==> config.mk <==
export PLATFORM = sky130hd
export DESIGN_NAME = xmhk_top
export DESIGN_NICKNAME = d
export VERILOG_FILES = /design/src/core/xmhk_pkg.sv /design/src/core/xmhk_pin_mux.sv /design/src/core/xmhk_top.sv
export VERILOG_INCLUDE_DIRS = /design/src /design/src/core
export SDC_FILE = /design/constraint.sdc
export NUM_CORES = 1
export LEC_CHECK = 0
export BUFFER_PORTS_ARGS = -buffer_cell sky130_fd_sc_hd__buf_4
export CORE_MARGIN = 2
export CORE_UTILIZATION = 57
export CTS_CLUSTER_DIAMETER = 50
export DETAILED_ROUTE_END_ITERATION = 10
export HOLD_SLACK_MARGIN = 0.12
export PLACE_DENSITY = 0.86
export SYNTH_ARGS = -nofsm -noshare
export SYNTH_HDL_FRONTEND = slang
export SYNTH_SLANG_ARGS = --single-unit
==> constraint.sdc <==
create_clock -name clk -period 9.2 [get_ports clk]
set_input_delay 0.46 -clock clk [delete_from_list [all_inputs] [get_ports clk]]
set_output_delay 0.46 -clock clk [all_outputs]
set_load 0.01 [all_outputs]
==> src/core/xmhk_defines.svh <==
// constants for the external memory high-mask and bus-keeper block
// assumes inclusion by bare name from the package; the modules use its macros without including it
`ifndef XMHK_DEFINES_SVH
`define XMHK_DEFINES_SVH

// register byte offsets on the register bus
`define XMHK_OFF_CTRL_B 8'h00
`define XMHK_OFF_CTRL 8'h04
`define XMHK_OFF_PORT_OUT 8'h08
`define XMHK_OFF_PORT_DIR 8'h0C
`define XMHK_OFF_STATUS 8'h10

// field positions
`define XMHK_KEEP_BIT 7
`define XMHK_ENABLE_BIT 7
`define XMHK_MASK_HI 2
`define XMHK_BUSY_BIT 0
`define XMHK_INT_BIT 1

// reset values
`define XMHK_RST_BYTE 8'h00
`define XMHK_RST_MASK 3'h0

// mask code that releases the whole high port
`define XMHK_MASK_ALL 3'h7
`define XMHK_PINS 8

// last address that belongs to internal memory
`define XMHK_INT_TOP 16'h10FF

// strobe length in clock cycles, covers the input synchroniser
`define XMHK_STROBE_CYC 2'h3

// bus responses
`define XMHK_RESP_OKAY 2'h0
`define XMHK_RESP_DECERR 2'h3

`endif

==> src/core/xmhk_pkg.sv <==
// types shared by the external memory high-mask block
// assumes the defines header sits beside it
package xmhk_pkg;
  `include "xmhk_defines.svh"

  typedef logic [15:0] xmhk_addr_t; // external bus address
  typedef logic [7:0] xmhk_byte_t; // one data byte

  // access sequencer states, one-hot
  typedef enum logic [3:0] {
    ST_IDLE = 4'h1,
    ST_ADDR = 4'h2,
    ST_STRB = 4'h4,
    ST_END = 4'h8
  } xmhk_state_e_t;

  // whole state of the top module
  typedef struct packed {
    logic awready;
    logic wready;
    logic bvalid;
    logic [1:0] bresp;
    logic aw_got;
    logic w_got;
    logic [7:0] aw_addr;
    logic [7:0] wbyte;
    logic wlane;
    logic arready;
    logic rvalid;
    logic [1:0] rresp;
    logic [31:0] rdata;
    logic keep_en;
    logic [2:0] mask;
    logic mem_en;
    logic [7:0] port_out;
    logic [7:0] port_dir;
    xmhk_state_e_t st;
    logic [1:0] cnt;
    logic [15:0] a;
    logic [2:0] acc_mask;
    logic we;
    logic [7:0] wd;
    logic [7:0] sync1;
    logic [7:0] sync2;
    logic [7:0] kept;
    logic [7:0] ad_o;
    logic [7:0] ad_oe_n;
    logic [7:0] hp_o;
    logic [7:0] hp_oe_n;
    logic ale;
    logic wr_n;
    logic rd_n;
    logic ctl_oe_n;
    logic keep_drive;
    logic acc_ready;
    logic acc_done;
    logic acc_internal;
    logic [7:0] acc_rdata;
  } xmhk_st_t;
endpackage

==> src/core/xmhk_pin_mux.sv <==
// per-pin choice between high address and ordinary port function
// assumes the caller registers every output
`timescale 1ns/10ps
module xmhk_pin_mux
  import xmhk_pkg::*;
#(
  parameter int PINS = `XMHK_PINS
) (
  input wire logic mem_en,
  input wire logic [2:0] mask,
  input wire logic drive_addr,
  input wire logic [PINS-1:0] addr_hi,
  input wire logic [PINS-1:0] port_out,
  input wire logic [PINS-1:0] port_dir,
  output logic [PINS-1:0] pin_o,
  output logic [PINS-1:0] pin_oe_n
);
  // pins released counted from the top; all-ones code frees every pin
  logic [3:0] released;
  assign released = (mask == `XMHK_MASK_ALL) ? 4'(PINS) : {1'b0, mask};

  genvar i;
  generate
    for (i = 0; i < PINS; i++) begin : g_pin
      logic freed; // pin handed back to the port
      assign freed = !mem_en || (4'(i) >= 4'(PINS) - released);
      // interface pins ignore the direction setting while enabled
      assign pin_o[i] = freed ? port_out[i] : addr_hi[i];
      // address is only driven in the address phase and strobe
      assign pin_oe_n[i] = freed ? !port_dir[i] : !drive_addr;
    end
  endgenerate
endmodule

==> src/core/xmhk_top.sv <==
// external memory high-mask and bus-keeper control with its pin logic
// assumes an AXI4-Lite master on clk and pads resolved outside
//
// Functional notes
// keeper bit one enables data-line keepers
// keeper holds last driven value when released
// keeper bit zero disables the keepers
// keeper works even with interface disabled
// bits six to four always read zero
// software writes zeros into reserved bits
// mask zero: all eight high pins address
// mask code sets pins released from top
// released pins follow port output, direction
// addresses up to 0x10FF stay internal
// software masks pins to reach low memory
// enable overrides direction for interface pins
// mask change applies from next access
//
// Added by the designer: the register addresses and the AXI4-Lite register port.
`timescale 1ns/10ps
module xmhk_top
  import xmhk_pkg::*;
(
  input wire logic clk,
  input wire logic rst,
  // register bus
  input wire logic [7:0] s_axi_awaddr,
  input wire logic s_axi_awvalid,
  output logic s_axi_awready,
  input wire logic [31:0] s_axi_wdata,
  input wire logic [3:0] s_axi_wstrb,
  input wire logic s_axi_wvalid,
  output logic s_axi_wready,
  output logic [1:0] s_axi_bresp,
  output logic s_axi_bvalid,
  input wire logic s_axi_bready,
  input wire logic [7:0] s_axi_araddr,
  input wire logic s_axi_arvalid,
  output logic s_axi_arready,
  output logic [31:0] s_axi_rdata,
  output logic [1:0] s_axi_rresp,
  output logic s_axi_rvalid,
  input wire logic s_axi_rready,
  // access requests from the core
  input wire logic acc_req,
  input wire xmhk_pkg::xmhk_addr_t acc_addr,
  input wire logic acc_we,
  input wire xmhk_pkg::xmhk_byte_t acc_wdata,
  output logic acc_ready,
  output logic acc_done,
  output logic acc_internal,
  output xmhk_pkg::xmhk_byte_t acc_rdata,
  // multiplexed address/data pins
  input wire logic [7:0] muxed_addr_data_i,
  output logic [7:0] muxed_addr_data_o,
  output logic [7:0] muxed_addr_data_oe_n,
  output logic [7:0] keeper_value,
  output logic keeper_drive,
  // high address port pins
  output logic [7:0] high_port_o,
  output logic [7:0] high_port_oe_n,
  // strobes
  output logic ale,
  output logic wr_n,
  output logic rd_n,
  output logic strobe_oe_n
);
  import xmhk_pkg::*;

  xmhk_st_t s; // registered state
  xmhk_st_t n; // next state
  logic [7:0] next_hp_o; // pin mux result
  logic [7:0] next_hp_oe_n;
  logic drive_addr; // address shown on high pins in next cycle
  logic take; // access request taken this edge
  logic is_int; // request targets internal memory

  assign take = acc_req && s.acc_ready;
  assign is_int = acc_addr <= `XMHK_INT_TOP;

  // high pins: mask latched per access, live mask while idle
  xmhk_pin_mux xmhk_pin_mux_i (
    .mem_en(n.mem_en),
    .mask(n.st == ST_IDLE ? n.mask : n.acc_mask),
    .drive_addr(drive_addr),
    .addr_hi(n.a[15:8]),
    .port_out(n.port_out),
    .port_dir(n.port_dir),
    .pin_o(next_hp_o),
    .pin_oe_n(next_hp_oe_n)
  );

  // next-state logic for bus slave, sequencer and pins
  always_comb begin
    n = s;
    drive_addr = 1'b0;
    // write channel: address and data taken in either order
    if (s.awready && s_axi_awvalid) begin
      n.aw_got = 1'b1;
      n.aw_addr = s_axi_awaddr;
    end
    if (s.wready && s_axi_wvalid) begin
      n.w_got = 1'b1;
      n.wbyte = s_axi_wdata[7:0];
      n.wlane = s_axi_wstrb[0];
    end
    if (s.bvalid && s_axi_bready) begin
      n.bvalid = 1'b0;
    end
    // both halves present: commit and answer
    if (s.aw_got && s.w_got && !s.bvalid) begin
      n.aw_got = 1'b0;
      n.w_got = 1'b0;
      n.bvalid = 1'b1;
      n.bresp = `XMHK_RESP_OKAY;
      case (s.aw_addr)
        `XMHK_OFF_CTRL_B: begin
          if (s.wlane) begin
            n.keep_en = s.wbyte[`XMHK_KEEP_BIT];
            n.mask = s.wbyte[`XMHK_MASK_HI:0];
          end
        end
        `XMHK_OFF_CTRL: begin
          if (s.wlane) begin
            n.mem_en = s.wbyte[`XMHK_ENABLE_BIT];
          end
        end
        `XMHK_OFF_PORT_OUT: begin
          if (s.wlane) begin
            n.port_out = s.wbyte;
          end
        end
        `XMHK_OFF_PORT_DIR: begin
          if (s.wlane) begin
            n.port_dir = s.wbyte;
          end
        end
        `XMHK_OFF_STATUS: begin
          n.bresp = `XMHK_RESP_OKAY; // read-only, writes dropped
        end
        default: begin
          n.bresp = `XMHK_RESP_DECERR;
        end
      endcase
    end
    n.awready = !n.aw_got && !n.bvalid;
    n.wready = !n.w_got && !n.bvalid;
    // read channel: one answer in flight
    if (s.rvalid && s_axi_rready) begin
      n.rvalid = 1'b0;
    end
    if (s.arready && s_axi_arvalid) begin
      n.rvalid = 1'b1;
      n.rresp = `XMHK_RESP_OKAY;
      n.rdata = '0;
      case (s_axi_araddr)
        `XMHK_OFF_CTRL_B: begin
          // reserved bits stay zero from the clear above
          n.rdata[`XMHK_KEEP_BIT] = s.keep_en;
          n.rdata[`XMHK_MASK_HI:0] = s.mask;
        end
        `XMHK_OFF_CTRL: begin
          n.rdata[`XMHK_ENABLE_BIT] = s.mem_en;
        end
        `XMHK_OFF_PORT_OUT: begin
          n.rdata[7:0] = s.port_out;
        end
        `XMHK_OFF_PORT_DIR: begin
          n.rdata[7:0] = s.port_dir;
        end
        `XMHK_OFF_STATUS: begin
          n.rdata[`XMHK_BUSY_BIT] = (s.st != ST_IDLE);
          n.rdata[`XMHK_INT_BIT] = s.acc_internal;
          n.rdata[15:8] = s.kept;
        end
        default: begin
          n.rresp = `XMHK_RESP_DECERR;
        end
      endcase
    end
    n.arready = !n.rvalid;
    // data-line synchroniser, first stage feeds only the second
    n.sync1 = muxed_addr_data_i;
    n.sync2 = s.sync1;
    // access sequencer
    n.acc_done = 1'b0;
    case (s.st)
      ST_IDLE: begin
        if (take && is_int) begin
          // internal space never reaches the pins
          n.acc_done = 1'b1;
          n.acc_internal = 1'b1;
        end else if (take) begin
          n.st = ST_ADDR;
          n.a = acc_addr;
          n.we = acc_we;
          n.wd = acc_wdata;
          n.acc_mask = s.mask;
          n.acc_internal = 1'b0;
        end
      end
      ST_ADDR: begin
        n.st = ST_STRB;
        n.cnt = `XMHK_STROBE_CYC;
      end
      ST_STRB: begin
        n.cnt = s.cnt - 2'h1;
        if (s.cnt == 2'h1) begin
          n.st = ST_END;
        end
      end
      ST_END: begin
        n.st = ST_IDLE;
        n.acc_done = 1'b1;
        if (!s.we) begin
          n.acc_rdata = s.sync2;
        end
      end
      default: begin
        n.st = ST_IDLE;
      end
    endcase
    // a disabled interface takes no requests
    n.acc_ready = (n.st == ST_IDLE) && n.mem_en && !n.acc_done;
    // pins for the next cycle
    drive_addr = (n.st == ST_ADDR) || (n.st == ST_STRB);
    n.ale = (n.st == ST_ADDR);
    n.wr_n = !((n.st == ST_STRB) && n.we);
    n.rd_n = !((n.st == ST_STRB) && !n.we);
    n.ctl_oe_n = !n.mem_en;
    n.ad_oe_n = 8'hFF;
    n.ad_o = s.ad_o;
    if (n.mem_en && n.st == ST_ADDR) begin
      n.ad_o = n.a[7:0];
      n.ad_oe_n = 8'h00;
    end else if (n.mem_en && n.st == ST_STRB && n.we) begin
      n.ad_o = n.wd;
      n.ad_oe_n = 8'h00;
    end
    n.hp_o = next_hp_o;
    n.hp_oe_n = next_hp_oe_n;
    // keeper tracks the last value seen on the lines
    if (n.ad_oe_n == 8'h00) begin
      n.kept = n.ad_o;
    end else if (s.st == ST_END && !s.we) begin
      n.kept = s.sync2;
    end
    // keeper acts on released lines, independent of enable
    n.keep_drive = n.keep_en && (n.ad_oe_n == 8'hFF);
  end

  // single state register
  always_ff @(posedge clk or posedge rst) begin
    if (rst) begin
      s <= '0;
      s.st <= ST_IDLE;
      s.mask <= `XMHK_RST_MASK;
      s.port_out <= `XMHK_RST_BYTE;
      s.port_dir <= `XMHK_RST_BYTE;
      s.ad_oe_n <= 8'hFF;
      s.hp_oe_n <= 8'hFF;
      s.wr_n <= 1'b1;
      s.rd_n <= 1'b1;
      s.ctl_oe_n <= 1'b1;
    end else begin
      s <= n;
    end
  end

  // outputs straight from the state register
  assign s_axi_awready = s.awready;
  assign s_axi_wready = s.wready;
  assign s_axi_bvalid = s.bvalid;
  assign s_axi_bresp = s.bresp;
  assign s_axi_arready = s.arready;
  assign s_axi_rvalid = s.rvalid;
  assign s_axi_rresp = s.rresp;
  assign s_axi_rdata = s.rdata;
  assign acc_ready = s.acc_ready;
  assign acc_done = s.acc_done;
  assign acc_internal = s.acc_internal;
  assign acc_rdata = s.acc_rdata;
  assign muxed_addr_data_o = s.ad_o;
  assign muxed_addr_data_oe_n = s.ad_oe_n;
  assign keeper_value = s.kept;
  assign keeper_drive = s.keep_drive;
  assign high_port_o = s.hp_o;
  assign high_port_oe_n = s.hp_oe_n;
  assign ale = s.ale;
  assign wr_n = s.wr_n;
  assign rd_n = s.rd_n;
  assign strobe_oe_n = s.ctl_oe_n;
endmodule

==> reports/results.ini <==
[logic_synthesis]
syn_area_per_cell_um2 = 11.8
async_flop_share_pct = 100
ys_types = 61
ys.warnings.count = 0
synth_mux_area_share_pct = 12.3
synthTopCellsByArea = dfrtp_1, buf_4, mux2_2
synth_edf_count = 0
yosys.area.top_type_share_pct = 50.0
synth-xor-area-share_pct = 0.248
synth_compound_area_share_pct = 10.2
synthSimpleGateAreaFrac_pct = 10.2
synthAdderAreaFrac_pct = 0.887
synthCells = 599
ys_ff_latch = 154
synth_ff_type = dfrtp_1
synthesis.area_um2 = 7060
yosys.area.top_type = dfrtp_1
synth_top_family_by_area = multiplexers
ys_seq_area_share_pct = 54.8

[worst_setup_path]
crit_path_end_kind = flip-flop
cp_max_fo = 22
path_class = reg -> reg
arrival_ps = 5140
start_kind = flip-flop
worstPathRequired_ps = 9490

[cells_and_area]
fin_nets = 777
diodes = 0
post_layout_nonfiller_instances = 860
areaGrowthSynthToFinish_pct = 18.4
drive_gt1_share_pct = 37.9

[cts]
clock_path_buffers = 2
cts_root_buf = clkbuf_16
hold_buffers = 0
cts.repair.resized = 0
clk_pin_slew_ps = 60
cts_tree = yes
numCtsBuffers = 17
post_cts_buffers = 0
numClockSinks = 154
clkLatencyLatePin_ps = 420
htreeDepth = 4

[floorplan]
initial_core_util_pct = 58.5
dieArea_um2 = 13300
fp-row-count = 40
num_io_pins = 190
dieHeight_um = 115
dieWidth_um = 115
design.core.area_um2 = 12100

[power_and_ir_drop]
power.density_nw_per_um2 = 220
ir_drop_uv = 156
cellLeakagePower_nw = 4.23

[sta]
fin_crit_ps = 4850
slew_headroom_pct = 32.7
hold_viol_final = 0
tightest_slew_ps = 996
drv_slew = 0
fmax_mhz = 206
setup_viol = 0
fin_setup_tns_ps = 0
rsz0062_at_grt = no
finClkSkew_ps = 8.64
finalCritPeriodShare_pct = 52.7

[place]
hpwlAfterDp_mm = 11.0
gp_congestion = 0.841
dp.cells = 828
portBuffers = 146

[route]
drt_iter0_markers = 493
drt-total-wl_mm = 15.6
drc = 0
first_pass_iters = 5
avgViaCountPerCell = 5.60
num_vias = 4817
antenna_left = 0
wl_per_cell_um = 18.1

[grt]
grt_max_degree = 103
antenna_found_initial = 0
grt_pass1_wl_mm = 24.3
first_global_vias = 4754
grt.total_usage_pct = 24.3
overflow = 0

[run]
cap_violations = 0

[hold_path]
worstHoldPathType = in -> reg

[status]
status = complete, no violations

[cells in the final DEF (no fill, tap or decap), types with 5 or more instances in the layout]
cell type  count
conb_1        16
a21oi_1       16
dfstp_2       13
inv_1         22
nor2_1        18
nand3_1       18
o31ai_1        5
o21ai_0       11
nand2_1       65
dfrtp_1      141
buf_4        148
a22o_1        26
mux2_1         6
mux2i_1       24
clkbuf_16     17
ha_1           5
mux2_2        48
nand2b_1      10
[path summary, 6_finish.rpt]
| kind | from | endpoint | slack, ps | cells past startpoint |
|---|---|---|---|---|
| worst max-delay path | s[103]$_DFF_PP0_ | high_port_o[2]$_DFF_PP0_ | 4350 | 11 |
| worst min-delay path | muxed_addr_data_i[5] | n[61]$_DFF_PP0_ | 150 | 1 |
| worst max register to register | s[103]$_DFF_PP0_ | high_port_o[2]$_DFF_PP0_ | 4350 | 11 |
| worst min register to register | n[59]$_DFF_PP0_ | s[59]$_DFF_PP0_ | 340 | 0 |
| max in group asynchronous | rst | acc_rdata[5]$_DFFE_PP0P_ | 7730 | 3 |
| min in group asynchronous | rst | n[61]$_DFF_PP0_ | 240 | 2 |
[worst max-delay path: stages, from the launching register on]
cell and delay (ps):
dfrtp_1 500, or4b_1 630, a211oi_4 560, buf_4 420
and4bb_2 300, a221oi_4 390, o21ai_0 310, ha_1 380
a211oi_1 360, a311oi_1 130, a31oi_1 350, mux2_1 370
[synthesized netlist by cell type, types with 2 or more instances]
cell type / n
dfrtp_1: 141
buf_4: 84
nand2_1: 65
mux2_2: 48
a22o_1: 26
mux2i_1: 24
inv_1: 23
nand3_1: 18
nor2_1: 18
a21oi_1: 16
dfstp_2: 13
clkbuf_1: 12
o21ai_0: 11
nand2b_1: 10
mux2_1: 6
ha_1: 5
o31ai_1: 5
a211oi_1: 4
a31oi_1: 4
nor3_1: 4
or2_2: 4
and2_1: 3
buf_1: 3
buf_2: 3
nand3b_1: 3
nor2b_1: 3
o22a_1: 3
nand4_1: 2
nor4_1: 2
o22ai_1: 2
o41a_1: 2
o41ai_1: 2
or4_4: 2
[metal layers]
metal  global-route usage, %  vias to the layer above  routed length, um  share of wire, %
li1                        -                     2149                  -                 -
met1                    31.2                     2366               6320                41
met4                    10.5                        0                483               3.1
met3                    6.33                       52               1080               6.9
met5                       0                        -                  0                 0
met2                    39.3                      250               7680                49
[cells by family (layout without fill, tap and decap cells)]
family | Yosys count | after routing
compound gates | 89 | 89
xor+xnor | 2 | 2
fa+ha+maj | 5 | 5
buf+inv | 126 | 204
flops | 154 | 154
mux | 79 | 79
other cells | 1 | 16
simple gates | 143 | 143
[registers in the layout, indices dropped and copies added (netlist names), 8 cells and up]
name,count
s,74
muxed_addr_data_o,8
n,8
acc_rdata,8
high_port_oe_n,8
keeper_value,8
high_port_o,8
s_axi_rdata,16
[area by class of cell]
cell class,count,area (um^2)
inverters,24,95.1
well taps,168,210
clock inverters,12,141
multi-input cells,334,2460
flip-flops and latches,154,3870
fillers,818,3700
clock buffers,20,467
repair buffers,148,1110
[per-stage QoR]
step	setup slack (ps)	hold slack [ps]	power (W)	util [%]	cell area (um^2)
global route	4190	125	0.00192	69.3	8360
detailed placement	4440	336	0.00115	64.3	7750
finish	4350	149	0.00184	69.3	8360
CTS	4420	138	0.00184	69.3	8360
floorplan	4610	331	0.00105	-	7110
global placement	4600	335	0.00113	64.3	7750
[power breakdown]
group | leakage, nW | internal, W | switching [W] | total, W
logic | 1.99 | 0.000145 | 0.000146 | 0.000291
registers | 1.96 | 0.000770 | 0.0000773 | 0.000847
clock network | 0.286 | 0.000424 | 0.000274 | 0.000697
total | 4.23 | 0.00134 | 0.000497 | 0.00184
No activity file was read; power rests on OpenSTA's default activity.
